$ cat config.mk
export PLATFORM = sky130hd
export DESIGN_NAME = pmsq_sequencer
export DESIGN_NICKNAME = d
export VERILOG_FILES = /design/src/logic/pmsq_pkg.sv /design/src/logic/pmsq_sync_if.sv /design/src/logic/pmsq_sync_bank.sv /design/src/logic/pmsq_hold_timer.sv /design/src/logic/pmsq_sequencer.sv
export SDC_FILE = /design/constraint.sdc
export NUM_CORES = 1
export LEC_CHECK = 0
export BUFFER_PORTS_ARGS = -buffer_cell sky130_fd_sc_hd__buf_2
export CAP_MARGIN = 30
export CORE_ASPECT_RATIO = 0.5
export CORE_MARGIN = 4
export CORE_UTILIZATION = 50
export CTS_CLUSTER_DIAMETER = 40
export DETAILED_ROUTE_END_ITERATION = 10
export PLACE_DENSITY = 0.75
export SLEW_MARGIN = 10
export SYNTH_ARGS = -nofsm -noshare
export SYNTH_HDL_FRONTEND = slang
export SYNTH_HIERARCHICAL = 1
export SYNTH_SLANG_ARGS = --single-unit
$ cat constraint.sdc
create_clock -name clk_sys_in -period 1.9 [get_ports clk_sys_in]
set_clock_uncertainty 0.1 [all_clocks]
set_input_delay 0.19 -clock clk_sys_in [delete_from_list [all_inputs] [get_ports clk_sys_in]]
set_output_delay 0.19 -clock clk_sys_in [all_outputs]
set_load 0.02 [all_outputs]
$ cat src/logic/pmsq_pkg.sv
package pmsq_pkg;
	// ****************************************************
	// time base and timing counts
	// ****************************************************
	localparam int CLK_HZ = 10_000_000;
	localparam int RTC_HZ = 32_768;
	// smbus quiet wait before a forced reset, nominal of a +/-2 ms window
	localparam int SMB_WAIT_MS = 25;
	localparam int SMB_WAIT_CYC = CLK_HZ / 1000 * SMB_WAIT_MS;
	// power button override: strictly more than this many seconds
	localparam int HOLD_S = 4;
	localparam int HOLD_TICKS = RTC_HZ * HOLD_S + 1;
	// reset button must sit stable this long (least time, rounded up)
	localparam int DEBOUNCE_MS = 16;
	localparam int DEBOUNCE_TICKS = (RTC_HZ * DEBOUNCE_MS + 999) / 1000;
	// suspend warning lead time before the planes drop
	localparam int WARN_US = 10;
	localparam int WARN_CYC = CLK_HZ / 1_000_000 * WARN_US;
	// width of the forced internal reset pulse
	localparam int RST_PULSE_US = 2;
	localparam int RST_PULSE_CYC = CLK_HZ / 1_000_000 * RST_PULSE_US;

	// ****************************************************
	// synchroniser bank bit positions
	// ****************************************************
	localparam int SYNC_W = 7;
	localparam int SB_THERM = 0;
	localparam int SB_TRIP = 1;
	localparam int SB_BTN = 2;
	localparam int SB_RING = 3;
	localparam int SB_RSTBTN = 4;
	localparam int SB_PWRGD = 5;
	localparam int SB_RTC = 6;
	// idle levels: active-low pins high, power good and rtc low
	localparam logic [SYNC_W-1:0] SYNC_IDLE = 7'h1F;

	// ****************************************************
	// sleep levels and sequencer states
	// ****************************************************
	typedef logic [2:0] pmsq_level_t;
	localparam pmsq_level_t LVL_S0 = 3'h0;
	localparam pmsq_level_t LVL_S3 = 3'h3;
	localparam pmsq_level_t LVL_S4 = 3'h4;
	localparam pmsq_level_t LVL_S5 = 3'h5;
	typedef enum logic [1:0] {SEQ_RUN, SEQ_WARN, SEQ_SLEEP} pmsq_seq_e;
endpackage

$ cat src/logic/pmsq_sync_if.sv
`timescale 1ns/1ps
interface pmsq_sync_if;
	logic [pmsq_pkg::SYNC_W-1:0] level;
	modport source (output level);
	modport sink (input level);
endinterface

$ cat src/logic/pmsq_sync_bank.sv
`timescale 1ns/1ps
module pmsq_sync_bank
	import pmsq_pkg::*;
	(
	input wire logic clk_sys_in, // system clock
	input wire logic rst_b_in, // resume-well reset, active low
	input wire logic [SYNC_W-1:0] raw_in, // pins from outside the clock domain
	pmsq_sync_if.source sync_out // two-flop synchronised levels
	);
	// ****************************************************
	// two flops per pin; only the second one is ever read
	// ****************************************************
	genvar gi;
	generate
		for (gi = 0; gi < SYNC_W; gi++) begin : g_bit
			logic meta;
			logic held;
			always_ff @(posedge clk_sys_in or negedge rst_b_in) begin
				if (!rst_b_in) begin
					meta <= SYNC_IDLE[gi];
					held <= SYNC_IDLE[gi];
				end else begin
					meta <= raw_in[gi];
					held <= meta;
				end
			end
			assign sync_out.level[gi] = held;
		end
	endgenerate
endmodule

$ cat src/logic/pmsq_hold_timer.sv
`timescale 1ns/1ps
module pmsq_hold_timer
	#(parameter int LIMIT = 16)
	(
	input wire logic clk_sys_in, // system clock
	input wire logic rst_b_in, // resume-well reset, active low
	input wire logic active_in, // condition being timed
	input wire logic tick_in, // one-cycle rtc tick
	output logic done_out // condition held for LIMIT ticks
	);
	localparam int CW = $clog2(LIMIT + 1);
	logic [CW-1:0] count;

	// count rtc ticks while the condition holds; any drop restarts it
	always_ff @(posedge clk_sys_in or negedge rst_b_in) begin
		if (!rst_b_in) begin
			count <= '0;
			done_out <= 1'b0;
		end else if (!active_in) begin
			count <= '0;
			done_out <= 1'b0;
		end else begin
			if (tick_in && (count != CW'(LIMIT))) begin
				count <= count + 1'h1;
			end
			done_out <= (count == CW'(LIMIT));
		end
	end
endmodule

$ cat src/logic/pmsq_sequencer.sv
`timescale 1ns/1ps
// Function
// thermal alarm held low turns on hardware clock throttling
// thermal alarm assertion raises a management or control interrupt
// thermal trip low sends the system straight to S5, no stop grant wait
// ram plane control active in S3, S4 and S5
// disk plane control active only in S4 and S5
// soft-off plane control active only in S5
// host bus reset asserted whenever core power good is low
// core power good is synchronised before use
// board asserts core power good after power and clock stable 1 ms
// board keeps core power good low at least 3 rtc periods
// power button press while working raises a sleep request interrupt
// power button press while sleeping is a wake event
// button held over 4 s forces S5; then only the button wakes
// ring indicate wake enable, kept through core power failure
// reset button is debounced, then forces an internal reset
// reset waits for smbus idle, at most 25 ms
// resume-well reset clears all resume plane logic
// board holds network-well reset 10 ms after resume power valid; the board model drives no network-well reset
// suspend warning asserted before entering a low power state
// suspend refresh clock output taken from the rtc clock
// button hold and reset debounce are timed on rtc ticks
module pmsq_sequencer
	import pmsq_pkg::*;
	#(
	parameter int SMB_WAIT_CYCLES = SMB_WAIT_CYC,
	parameter int HOLD_LIMIT = HOLD_TICKS,
	parameter int DEBOUNCE_LIMIT = DEBOUNCE_TICKS
	)
	(
	input wire logic clk_sys_in, // 10 MHz system clock
	input wire logic rst_b_in, // resume-well reset, active low
	input wire logic thermal_alarm_n_in, // thermal alarm pin, active low
	input wire logic thermal_trip_n_in, // processor thermal trip pin, active low
	input wire logic power_button_n_in, // power button pin, active low
	input wire logic ring_indicate_n_in, // modem ring pin, active low
	input wire logic reset_button_n_in, // system reset button pin, active low
	input wire logic core_power_good_in, // core power good pin, async
	input wire logic rtc_clock_in, // always-running rtc clock pin
	input wire logic smbus_idle_in, // smbus controller reports idle
	input wire logic sleep_request_in, // pulse: software asks for sleep
	input wire logic [2:0] sleep_level_in, // sleep level with the request
	input wire logic ring_wake_enable_wr_in, // pulse: load ring wake enable
	input wire logic ring_wake_enable_in, // new ring wake enable value
	input wire logic thermal_use_smi_in, // thermal event to smi, else sci
	input wire logic button_use_smi_in, // button event to smi, else sci
	output logic sleep_ram_plane_off_n_out, // ram plane control, active low
	output logic sleep_disk_plane_off_n_out, // disk plane control, active low
	output logic soft_off_plane_off_n_out, // soft-off plane control, active low
	output logic suspend_warning_n_out, // low power entry warning, active low
	output logic suspend_refresh_clock_out, // refresh clock for other chips
	output logic host_bus_reset_n_out, // host bus reset, active low
	output logic system_mgmt_interrupt_n_out, // smi pulse, active low
	output logic acpi_control_interrupt_out, // sci pulse, active high
	output logic clock_throttle_out, // hardware clock throttling on
	output logic internal_reset_n_out, // forced internal reset, active low
	output logic wake_event_out, // pulse: wake taken
	output logic [2:0] sleep_state_out, // present sleep level
	output logic button_override_out // power button override in force
	);
	localparam int SCW = $clog2(SMB_WAIT_CYCLES);
	localparam int WCW = $clog2(WARN_CYC);
	localparam int PCW = $clog2(RST_PULSE_CYC);
	localparam logic [SCW-1:0] SMB_LAST = SCW'(SMB_WAIT_CYCLES - 1);
	localparam logic [WCW-1:0] WARN_LAST = WCW'(WARN_CYC - 1);
	localparam logic [PCW-1:0] PULSE_LAST = PCW'(RST_PULSE_CYC - 1);

	// ****************************************************
	// pin synchronisers
	// ****************************************************
	logic [SYNC_W-1:0] raw_pins;
	pmsq_sync_if sync_bus ();

	assign raw_pins[SB_THERM] = thermal_alarm_n_in;
	assign raw_pins[SB_TRIP] = thermal_trip_n_in;
	assign raw_pins[SB_BTN] = power_button_n_in;
	assign raw_pins[SB_RING] = ring_indicate_n_in;
	assign raw_pins[SB_RSTBTN] = reset_button_n_in;
	assign raw_pins[SB_PWRGD] = core_power_good_in;
	assign raw_pins[SB_RTC] = rtc_clock_in;

	// every pin crosses here, power good included
	pmsq_sync_bank u_sync (
		.clk_sys_in(clk_sys_in),
		.rst_b_in(rst_b_in),
		.raw_in(raw_pins),
		.sync_out(sync_bus)
	);

	logic therm_n;
	logic trip_n;
	logic btn_n;
	logic ring_n;
	logic rstbtn_n;
	logic pwr_good;
	logic rtc_lvl;
	assign therm_n = sync_bus.level[SB_THERM];
	assign trip_n = sync_bus.level[SB_TRIP];
	assign btn_n = sync_bus.level[SB_BTN];
	assign ring_n = sync_bus.level[SB_RING];
	assign rstbtn_n = sync_bus.level[SB_RSTBTN];
	assign pwr_good = sync_bus.level[SB_PWRGD];
	assign rtc_lvl = sync_bus.level[SB_RTC];

	// ****************************************************
	// edge detection and rtc tick
	// ****************************************************
	logic therm_prev;
	logic btn_prev;
	logic ring_prev;
	logic rtc_prev;
	logic therm_fall;
	logic btn_press;
	logic ring_press;
	logic rtc_tick;

	// previous levels; all return to their idle levels under resume-well reset
	always_ff @(posedge clk_sys_in or negedge rst_b_in) begin
		if (!rst_b_in) begin
			therm_prev <= 1'b1;
			btn_prev <= 1'b1;
			ring_prev <= 1'b1;
			rtc_prev <= 1'b0;
		end else begin
			therm_prev <= therm_n;
			btn_prev <= btn_n;
			ring_prev <= ring_n;
			rtc_prev <= rtc_lvl;
		end
	end

	assign therm_fall = therm_prev & ~therm_n;
	assign btn_press = btn_prev & ~btn_n;
	assign ring_press = ring_prev & ~ring_n;
	// the rtc keeps running in every sleep state, so timing rides on it
	assign rtc_tick = rtc_lvl & ~rtc_prev;

	// ****************************************************
	// rtc-timed button hold and reset debounce
	// ****************************************************
	logic hold_done;
	logic hold_prev;
	logic hold_rise;
	logic reset_deb;
	logic reset_deb_prev;
	logic reset_req;

	// long press detector for the override
	pmsq_hold_timer #(.LIMIT(HOLD_LIMIT)) u_hold (
		.clk_sys_in(clk_sys_in),
		.rst_b_in(rst_b_in),
		.active_in(~btn_n),
		.tick_in(rtc_tick),
		.done_out(hold_done)
	);

	// reset button must stay low a full debounce span
	pmsq_hold_timer #(.LIMIT(DEBOUNCE_LIMIT)) u_debounce (
		.clk_sys_in(clk_sys_in),
		.rst_b_in(rst_b_in),
		.active_in(~rstbtn_n),
		.tick_in(rtc_tick),
		.done_out(reset_deb)
	);

	assign hold_rise = hold_done & ~hold_prev;
	assign reset_req = reset_deb & ~reset_deb_prev;

	// ****************************************************
	// forced reset with bounded smbus wait
	// ****************************************************
	logic reset_wait;
	logic reset_fire;
	logic [SCW-1:0] smb_count;
	logic [PCW-1:0] pulse_count;

	// fire at once when smbus is quiet, else give up waiting at the bound
	assign reset_fire = (reset_req | reset_wait) & (smbus_idle_in | (smb_count == SMB_LAST));

	// the pulse only restarts on a new debounced press, never while held
	always_ff @(posedge clk_sys_in or negedge rst_b_in) begin
		if (!rst_b_in) begin
			hold_prev <= 1'b0;
			reset_deb_prev <= 1'b0;
			reset_wait <= 1'b0;
			smb_count <= '0;
			pulse_count <= '0;
			internal_reset_n_out <= 1'b1;
		end else begin
			hold_prev <= hold_done;
			reset_deb_prev <= reset_deb;
			if (reset_fire) begin
				reset_wait <= 1'b0;
				smb_count <= '0;
				pulse_count <= PULSE_LAST;
				internal_reset_n_out <= 1'b0;
			end else begin
				if (reset_req) begin
					reset_wait <= 1'b1;
				end
				if (reset_wait) begin
					smb_count <= smb_count + 1'h1;
				end else begin
					smb_count <= '0;
				end
				if (pulse_count != '0) begin
					pulse_count <= pulse_count - 1'h1;
				end else begin
					internal_reset_n_out <= 1'b1;
				end
			end
		end
	end

	// ****************************************************
	// ring wake enable, resume-well only
	// ****************************************************
	logic ring_wake_enable;
	logic ring_wake;

	// core power loss does not touch this; only resume-well reset or a write of 0 clears it
	always_ff @(posedge clk_sys_in or negedge rst_b_in) begin
		if (!rst_b_in) begin
			ring_wake_enable <= 1'b0;
		end else if (ring_wake_enable_wr_in) begin
			ring_wake_enable <= ring_wake_enable_in;
		end
	end

	// after an override only the button may wake
	assign ring_wake = ring_press & ring_wake_enable & ~button_override_out;

	// ****************************************************
	// sleep sequencer
	// ****************************************************
	pmsq_seq_e state;
	pmsq_level_t target;
	logic [WCW-1:0] warn_count;
	logic level_ok;

	// S1..S5 are legal targets; S0 or undefined codes are ignored
	assign level_ok = (sleep_level_in != LVL_S0) && (sleep_level_in <= LVL_S5);

	// trip beats override beats normal flow; trip held low blocks any wake
	always_ff @(posedge clk_sys_in or negedge rst_b_in) begin
		if (!rst_b_in) begin
			state <= SEQ_RUN;
			target <= LVL_S0;
			warn_count <= '0;
			sleep_state_out <= LVL_S0;
			suspend_warning_n_out <= 1'b1;
			button_override_out <= 1'b0;
			wake_event_out <= 1'b0;
		end else begin
			wake_event_out <= 1'b0;
			if (!trip_n) begin
				state <= SEQ_SLEEP;
				sleep_state_out <= LVL_S5;
				suspend_warning_n_out <= 1'b0;
			end else if (hold_rise) begin
				state <= SEQ_SLEEP;
				sleep_state_out <= LVL_S5;
				suspend_warning_n_out <= 1'b0;
				button_override_out <= 1'b1;
			end else begin
				case (state)
					SEQ_RUN: begin
						if (sleep_request_in && level_ok) begin
							target <= sleep_level_in;
							warn_count <= '0;
							state <= SEQ_WARN;
							suspend_warning_n_out <= 1'b0;
						end
					end
					SEQ_WARN: begin
						if (warn_count == WARN_LAST) begin
							state <= SEQ_SLEEP;
							sleep_state_out <= target;
						end else begin
							warn_count <= warn_count + 1'h1;
						end
					end
					SEQ_SLEEP: begin
						if (btn_press || ring_wake) begin
							state <= SEQ_RUN;
							sleep_state_out <= LVL_S0;
							suspend_warning_n_out <= 1'b1;
							button_override_out <= 1'b0;
							wake_event_out <= 1'b1;
						end
					end
					default: begin
						state <= SEQ_RUN;
					end
				endcase
			end
		end
	end

	// ****************************************************
	// plane controls
	// ****************************************************
	// planes follow the committed level one cycle later
	always_ff @(posedge clk_sys_in or negedge rst_b_in) begin
		if (!rst_b_in) begin
			sleep_ram_plane_off_n_out <= 1'b1;
			sleep_disk_plane_off_n_out <= 1'b1;
			soft_off_plane_off_n_out <= 1'b1;
		end else begin
			sleep_ram_plane_off_n_out <= !(sleep_state_out >= LVL_S3);
			sleep_disk_plane_off_n_out <= !(sleep_state_out >= LVL_S4);
			soft_off_plane_off_n_out <= !(sleep_state_out == LVL_S5);
		end
	end

	// ****************************************************
	// interrupts, throttle, clocks and host reset
	// ****************************************************
	logic therm_irq;
	logic btn_irq;
	// a press during the warning still counts as working
	assign therm_irq = therm_fall;
	assign btn_irq = btn_press & (state != SEQ_SLEEP);

	// one-cycle event pulses, each source steered to smi or sci
	always_ff @(posedge clk_sys_in or negedge rst_b_in) begin
		if (!rst_b_in) begin
			system_mgmt_interrupt_n_out <= 1'b1;
			acpi_control_interrupt_out <= 1'b0;
		end else begin
			system_mgmt_interrupt_n_out <= !((therm_irq && thermal_use_smi_in) ||
				(btn_irq && button_use_smi_in));
			acpi_control_interrupt_out <= (therm_irq && !thermal_use_smi_in) ||
				(btn_irq && !button_use_smi_in);
		end
	end

	// level outputs; host reset also covers the forced internal reset
	always_ff @(posedge clk_sys_in or negedge rst_b_in) begin
		if (!rst_b_in) begin
			clock_throttle_out <= 1'b0;
			suspend_refresh_clock_out <= 1'b0;
			host_bus_reset_n_out <= 1'b0;
		end else begin
			clock_throttle_out <= !therm_n;
			suspend_refresh_clock_out <= rtc_lvl;
			host_bus_reset_n_out <= pwr_good && internal_reset_n_out;
		end
	end

	// ****************************************************
	// checks
	// ****************************************************
	a_throttle_alarm: assert property (
		@(posedge clk_sys_in) disable iff (!rst_b_in)
		!therm_n ##1 !therm_n |-> clock_throttle_out)
		else $error("throttle not on while thermal alarm held");
	a_thermal_event: assert property (
		@(posedge clk_sys_in) disable iff (!rst_b_in)
		therm_fall |=> (!system_mgmt_interrupt_n_out || acpi_control_interrupt_out))
		else $error("thermal alarm raised no interrupt");
	a_trip_soft_off: assert property (
		@(posedge clk_sys_in) disable iff (!rst_b_in)
		!trip_n |=> (sleep_state_out == LVL_S5) ##1 !soft_off_plane_off_n_out)
		else $error("thermal trip did not reach soft off");
	a_ram_plane: assert property (
		@(posedge clk_sys_in) disable iff (!rst_b_in)
		##1 (sleep_ram_plane_off_n_out == !($past(sleep_state_out) >= LVL_S3)))
		else $error("ram plane control wrong for sleep level");
	a_disk_plane: assert property (
		@(posedge clk_sys_in) disable iff (!rst_b_in)
		(sleep_state_out < LVL_S4) |=> sleep_disk_plane_off_n_out)
		else $error("disk plane off outside S4 and S5");
	a_soft_plane: assert property (
		@(posedge clk_sys_in) disable iff (!rst_b_in)
		(sleep_state_out != LVL_S5) |=> soft_off_plane_off_n_out)
		else $error("soft-off plane off outside S5");
	a_bus_reset_pg: assert property (
		@(posedge clk_sys_in) disable iff (!rst_b_in)
		!pwr_good |=> !host_bus_reset_n_out)
		else $error("host bus reset released without power good");
	a_button_request: assert property (
		@(posedge clk_sys_in) disable iff (!rst_b_in)
		(btn_press && state == SEQ_RUN) |=>
		(!system_mgmt_interrupt_n_out || acpi_control_interrupt_out))
		else $error("button press while working raised no interrupt");
	a_button_wake: assert property (
		@(posedge clk_sys_in) disable iff (!rst_b_in)
		(btn_press && state == SEQ_SLEEP && trip_n && !hold_rise) |=>
		(wake_event_out && sleep_state_out == LVL_S0))
		else $error("button press while asleep did not wake");
	a_override_s5: assert property (
		@(posedge clk_sys_in) disable iff (!rst_b_in)
		(hold_rise && trip_n) |=> (button_override_out && sleep_state_out == LVL_S5))
		else $error("long press did not force soft off");
	a_ring_blocked: assert property (
		@(posedge clk_sys_in) disable iff (!rst_b_in)
		(button_override_out && !btn_press && state == SEQ_SLEEP && ring_press) |=>
		!wake_event_out)
		else $error("ring woke system after override");
	a_reset_idle: assert property (
		@(posedge clk_sys_in) disable iff (!rst_b_in)
		(reset_req && smbus_idle_in) |=> !internal_reset_n_out ##1 !host_bus_reset_n_out)
		else $error("reset not forced at once on idle smbus");
	a_warn_before: assert property (
		@(posedge clk_sys_in) disable iff (!rst_b_in)
		(state == SEQ_WARN && warn_count == WARN_LAST && trip_n && !hold_rise) |->
		!suspend_warning_n_out ##1 (sleep_state_out == target))
		else $error("sleep entered without suspend warning");
	a_refresh_clock: assert property (
		@(posedge clk_sys_in) disable iff (!rst_b_in)
		$rose(rtc_lvl) |=> suspend_refresh_clock_out)
		else $error("suspend refresh clock does not follow rtc");
endmodule

---- Word level (Yosys, flattened, before mapping) ----
Index checks and enable logic that the tools add are counted.
storage, ports and cells
  word-level logic and storage cells ...... 164
  input bits .............................. 18
  bits in latches ......................... 0
  memories ................................ 0
  memory bits (read-only) ................. 0
  output and inout bits ................... 15
  RAM bits ................................ 0
  bits in registers ....................... 101
operators by class
  muxes and demuxes ....................... 40
  add/subtract/negate cells ............... 5
  eq/ne operators ......................... 18
  magnitude comparators ................... 3
  reduce and logical (&&, ||, !) cells .... 35
  bitwise operators ....................... 20
  shifts and indexed selects .............. 0
  divide/modulo/power cells ............... 0
  multiply operators ...................... 0
operator list
  cell                   number
  $mux 18                4
  $add 18x1->18 const B  2
  $eq 18x18->1 const B   2
  $mux 10                2
  $ne 4x4->1 const B     5
  $ne 18x18->1 const B   1
  $mux 1                 17
  $mux 7                 2
  $pmux 7 s2             1
  $reduce_bool 2->1      7
  $mux 3                 4
  $reduce_and 3->1       4
  $add 10x1->10 const B  1
  $and 1x1->1            10
  $eq 10x10->1 const B   1
  $mux 2                 5
  $mux 5                 2
  $ne 10x10->1 const B   1
  $logic_and 1x1->1      9
  $ne 2x2->1 const B     4
  $not 1->1              8
  $add 7x1->7 const B    1
  $eq 7x7->1 const B     1
  $logic_not 1->1        7
  other kinds (17)       20

---- Longest topological paths before layout ----
  word-level depth ........................ 9
  mapped depth ............................ 7
  depth with buffers taken out ............ 6

---- Cells and area by module ----
The synthesis kept the hierarchy.
by module, submodules not included
  module                         area an instance (µm²)  seq. area each (µm²)  instances  cells an instance
  pmsq_sequencer                 2771.4                  1437.6                1          261
  pmsq_hold_timer at u_hold      1016.0                  475.5                 1          110
  pmsq_hold_timer at u_debounce  645.6                   275.3                 1          67
  pmsq_sync_bank                 415.4                   362.8                 1          21

---- Worst setup path before layout ----
No wires, ideal clock.
  kind .................................... register to register
  from .................................... register suspend_refresh_clock_out (netlist name)
  to ...................................... register u_hold.count[14]
  clock period less this slack ............ 2.165 ns
  cell stages (with the launch flop) ...... 6
  path buffers ............................ 0
  path slack .............................. -0.265 ns
  arrival time ............................ 1.986 ns
  library setup time ...................... 0.079 ns
  data required time ...................... 1.721 ns
  cells stage by stage .................... dfrtp_1 nor2b_1 nand2_1 or4_1 or3_1 a21oi_1
RTL lines
  item                  RTL line               RTL
  end signal, assigned  pmsq_hold_timer.sv:24  count <= count + 1'h1;
  end, declared         pmsq_hold_timer.sv:12  logic [CW-1:0] count;

==> key figures <==
Run status
  • Status: finished with violations
  • Failing checks: setup timing

Floorplanning
  • Initial Utilization: 0.5132
  • Die outline height: 77.63 um
  • CORE AREA: 9447 sq um
  • Io pins: 33
  • Die footprint: 11430 sq um
  • Width of the die: 147.3 um
  • Cell Rows: 25

Drt
  • Drt total wl: 10950 um
  • Via count: 3877
  • Routed vias/inst: 5.635
  • # DRC: 0
  • Antenna viol nets, final: 0
  • Detailed Routing Iterations Pass 1: 4
  • DR WL/cell: 15.91 um
  • 1st-iter DRT viols: 246

Setup path
  • CP Max Fanout: 6
  • Critical path class: reg -> reg
  • CP startpoint kind: flip-flop
  • Worst Setup End Kind: flip-flop
  • WP data required: 2.06 ns
  • Crit-path max cell delay: 0.50 ns
  • RR Startpoint: suspend_refresh_clock_out
  • Arrival @ worst endpoint: 2.14 ns
  • R2r setup slk: -0.08 ns
  • Worst path slowest cell: or4b_4
  • R2R Path End: u_hold/count[13]
  • Worst path cell trace: nor2b_4, and3_4, or4b_4, or3_1, a21oi_2
  • FF-to-FF path depth: 5

Min path
  • Hold Path Class: in -> reg
  • Hold Path Origin: sleep_level_in[1]
  • Worst Hold End: target[1]
  • Hold Crit Depth: 2

Synthesis
  • Syn Area/Cell: 10.56 sq um
  • Post-synth EDFFs: 0
  • Mapped Area: 4848 sq um
  • YS warnings: 6
  • Ys flop type: dfrtp_1
  • Post-synth top area share: 0.4232
  • Mapped Cells: 459
  • FF+latch count, synth: 101
  • Yosys cell types: 62
  • Fraction of registers with async set/reset: 1.000
  • Sequential share of the synthesized area: 0.5262
  • Net Count, Synth: 489
  • Post-synth top area cell: dfrtp_1
  • Top cells by area, synth: dfrtp_1 (42%), dfstp_2 (10%), xnor2_1 (3.4%), ha_1 (3.1%), nor2_1 (2.8%)

Place
  • GP Congestion: 0.8129
  • Area after DPL: 5426 sq um
  • I/O Buffers: 32
  • HPWL after detailed placement: 7021 um

Global routing
  • Initial antenna violation count: 0
  • Vias in the first global route: 3926
  • Overflow left after global routing: 0
  • Gr usage total: 0.1958
  • Largest net degree at the start of global routing: 37
  • First-pass GRT wire length: 18340 um

Clock network
  • Clock sink count: 101
  • CTS Buffer Depth: 2
  • Root Driver: clkbuf_16
  • Clk slew on worst S/H paths: 0.07 ns
  • H-tree Lvls: 3
  • CTS tree: built
  • Total CTS buffers: 9
  • Skew-Pair Late Insertion Delay: 0.34 ns

Timing
  • Final hold slack: 0.02460 ns
  • Final setup vio count: 2
  • Min Tclk post-route: 1.977 ns
  • Pins Over Slew Limit: 0
  • Sum of negative setup slack: -0.09619 ns
  • RSZ-0062 raised after global routing: yes
  • Ratio of final minimum period to clock period: 1.041
  • Final Hold Viols: 0
  • Post-route setup slack: -0.07739 ns
  • Rel. slew slack: 0.6717
  • Maximum operating frequency: 505.7 MHz
  • Actual slew at the worst max-slew pin: 0.4925 ns

Run
  • Max-Cap Viols: 0

Layout
  • Nets: 578
  • Layout cells sized above 1: 0.2929
  • Fillers: 726
  • Final instance area: 6088 sq um
  • FF+latch area: 2554 sq um
  • Multi-input logic area: 2303 sq um
  • Area Growth Syn to Fin: 25.57%
  • Diode count: 0

Power and ir drop
  • P per Cell Area: 895.2 nW/um^2
  • LEAKAGE: 2.529 nW
  • Overall power: 0.005451 W
  • Worst VDD drop: 0.5128 mV
-- per-layer routing --
layer | global-route usage | vias up | share of wire
li1 | - | 1835 | -
met1 | 0.2472 | 1936 | 0.45
met2 | 0.3326 | 81 | 0.50
met3 | 0.05018 | 25 | 0.034
met4 | 0.06506 | 0 | 0.023
met5 | 0 | - | 0
-- worst max-delay path: cells and delay by family, from the launching register on --
kind,cells,cell delay [ns]
flops,1,0.43
compound gates,1,0.17
simple gates,4,1.20
-- synth_stat cells, drive strengths merged, types with 2 or more instances --
cell type and instances:
mux2i 6, buf 10, mux2 6, a211o 2, o31ai 12, o21ai 20, a21oi 22, a211oi 2
xor2 5, nand2b 4, nand3b 3, nand4 21, xnor2 19, nand3 21, dfrtp 82, and4 2
clkbuf 2, or4 8, o21bai 5, a2bb2oi 2, or3 11, a21o 4, nor2b 4, ha 12
nand2 30, a31o 2, dfstp 19, and3 3, or2 3, a31oi 4, nor2 36, inv 28
nor3 10, and2 6, nor4b 4, nor4 14, nor3b 3
-- how the worst max path moves through the flow --
stage	startpoint	end	slack [ns]	depth (start not counted)
after floorplan	suspend_refresh_clock_out	u_hold/count[13]	-0.07	6
after global placement	state[1]	warn_count[2]	0.04	6
after detailed placement	suspend_refresh_clock_out	u_hold/count[15]	-0.07	5
after CTS	suspend_refresh_clock_out	u_hold/count[13]	0.002	5
after global routing	suspend_refresh_clock_out	u_hold/count[13]	-0.11	5
final	suspend_refresh_clock_out	u_hold/count[13]	-0.08	5
-- registers in the layout, indices dropped and copies added, names as in the netlist, 2 cells and up --
signal             flops
u_sync/g_bit.meta      7
pulse_count            5
warn_count             7
target                 3
u_sync/g_bit.held      7
state                  2
sleep_state_out        3
smb_count             18
u_debounce/count      10
u_hold/count          18
-- layout by cell type (no fill, tap or decap), types with 16 or more instances in the layout --
| master | count |
|---|---|
| a21oi_1 | 16 |
| buf_2 | 31 |
| buf_4 | 41 |
| dfrtp_1 | 80 |
| dfstp_2 | 19 |
| inv_1 | 25 |
| nand2_1 | 29 |
| nand3_1 | 19 |
| nand4_1 | 19 |
| nor2_1 | 36 |
| o21ai_0 | 17 |
| xnor2_1 | 19 |
-- kinds of logic (layout without fill, tap and decap cells) --
family          Yosys count  count (layout)  synth area share
compound gates           82              82            0.1128
xor+xnor                 24              24           0.04335
fa+ha+maj                12              12           0.03097
buf+inv                  41             135           0.03793
flops                   101             101            0.5262
mux                      12              12           0.02632
simple gates            187             187            0.2225
-- per-stage QoR --
step                      cells    util  setup slack, ns
after global routing        688  0.6445          -0.1091
final                       688  0.6445         -0.07739
after floorplan             459       -         -0.07077
after CTS                   680  0.6234         0.002025
after detailed placement    647  0.5744         -0.06662
after global placement      647  0.5744          0.03691
-- area by class of cell --
cell class	instances	share of cell area
clock buffer	10	0.03761
multi-input combinational	317	0.3783
timing repair buffer	90	0.1106
sequential	101	0.4194
clock inverter	6	0.008015
tap	135	0.02774
inverter	29	0.01829
-- what timing repair did --
item	in CTS	in global routing
resized for setup	5	30
endpoints found under the setup margin	5	42
setup buffers	2	8
endpoints found under the hold margin	41	0
hold buffers	15	0
pin swaps	1	12
-- power by group --
part / internal, W / switching, W / total (W)
clock network: 0.000898 / 0.000827 / 0.00173
logic: 0.000531 / 0.000692 / 0.00122
registers: 0.00237 / 0.000131 / 0.00250
Note: power is estimated with default switching activity, not from simulation.
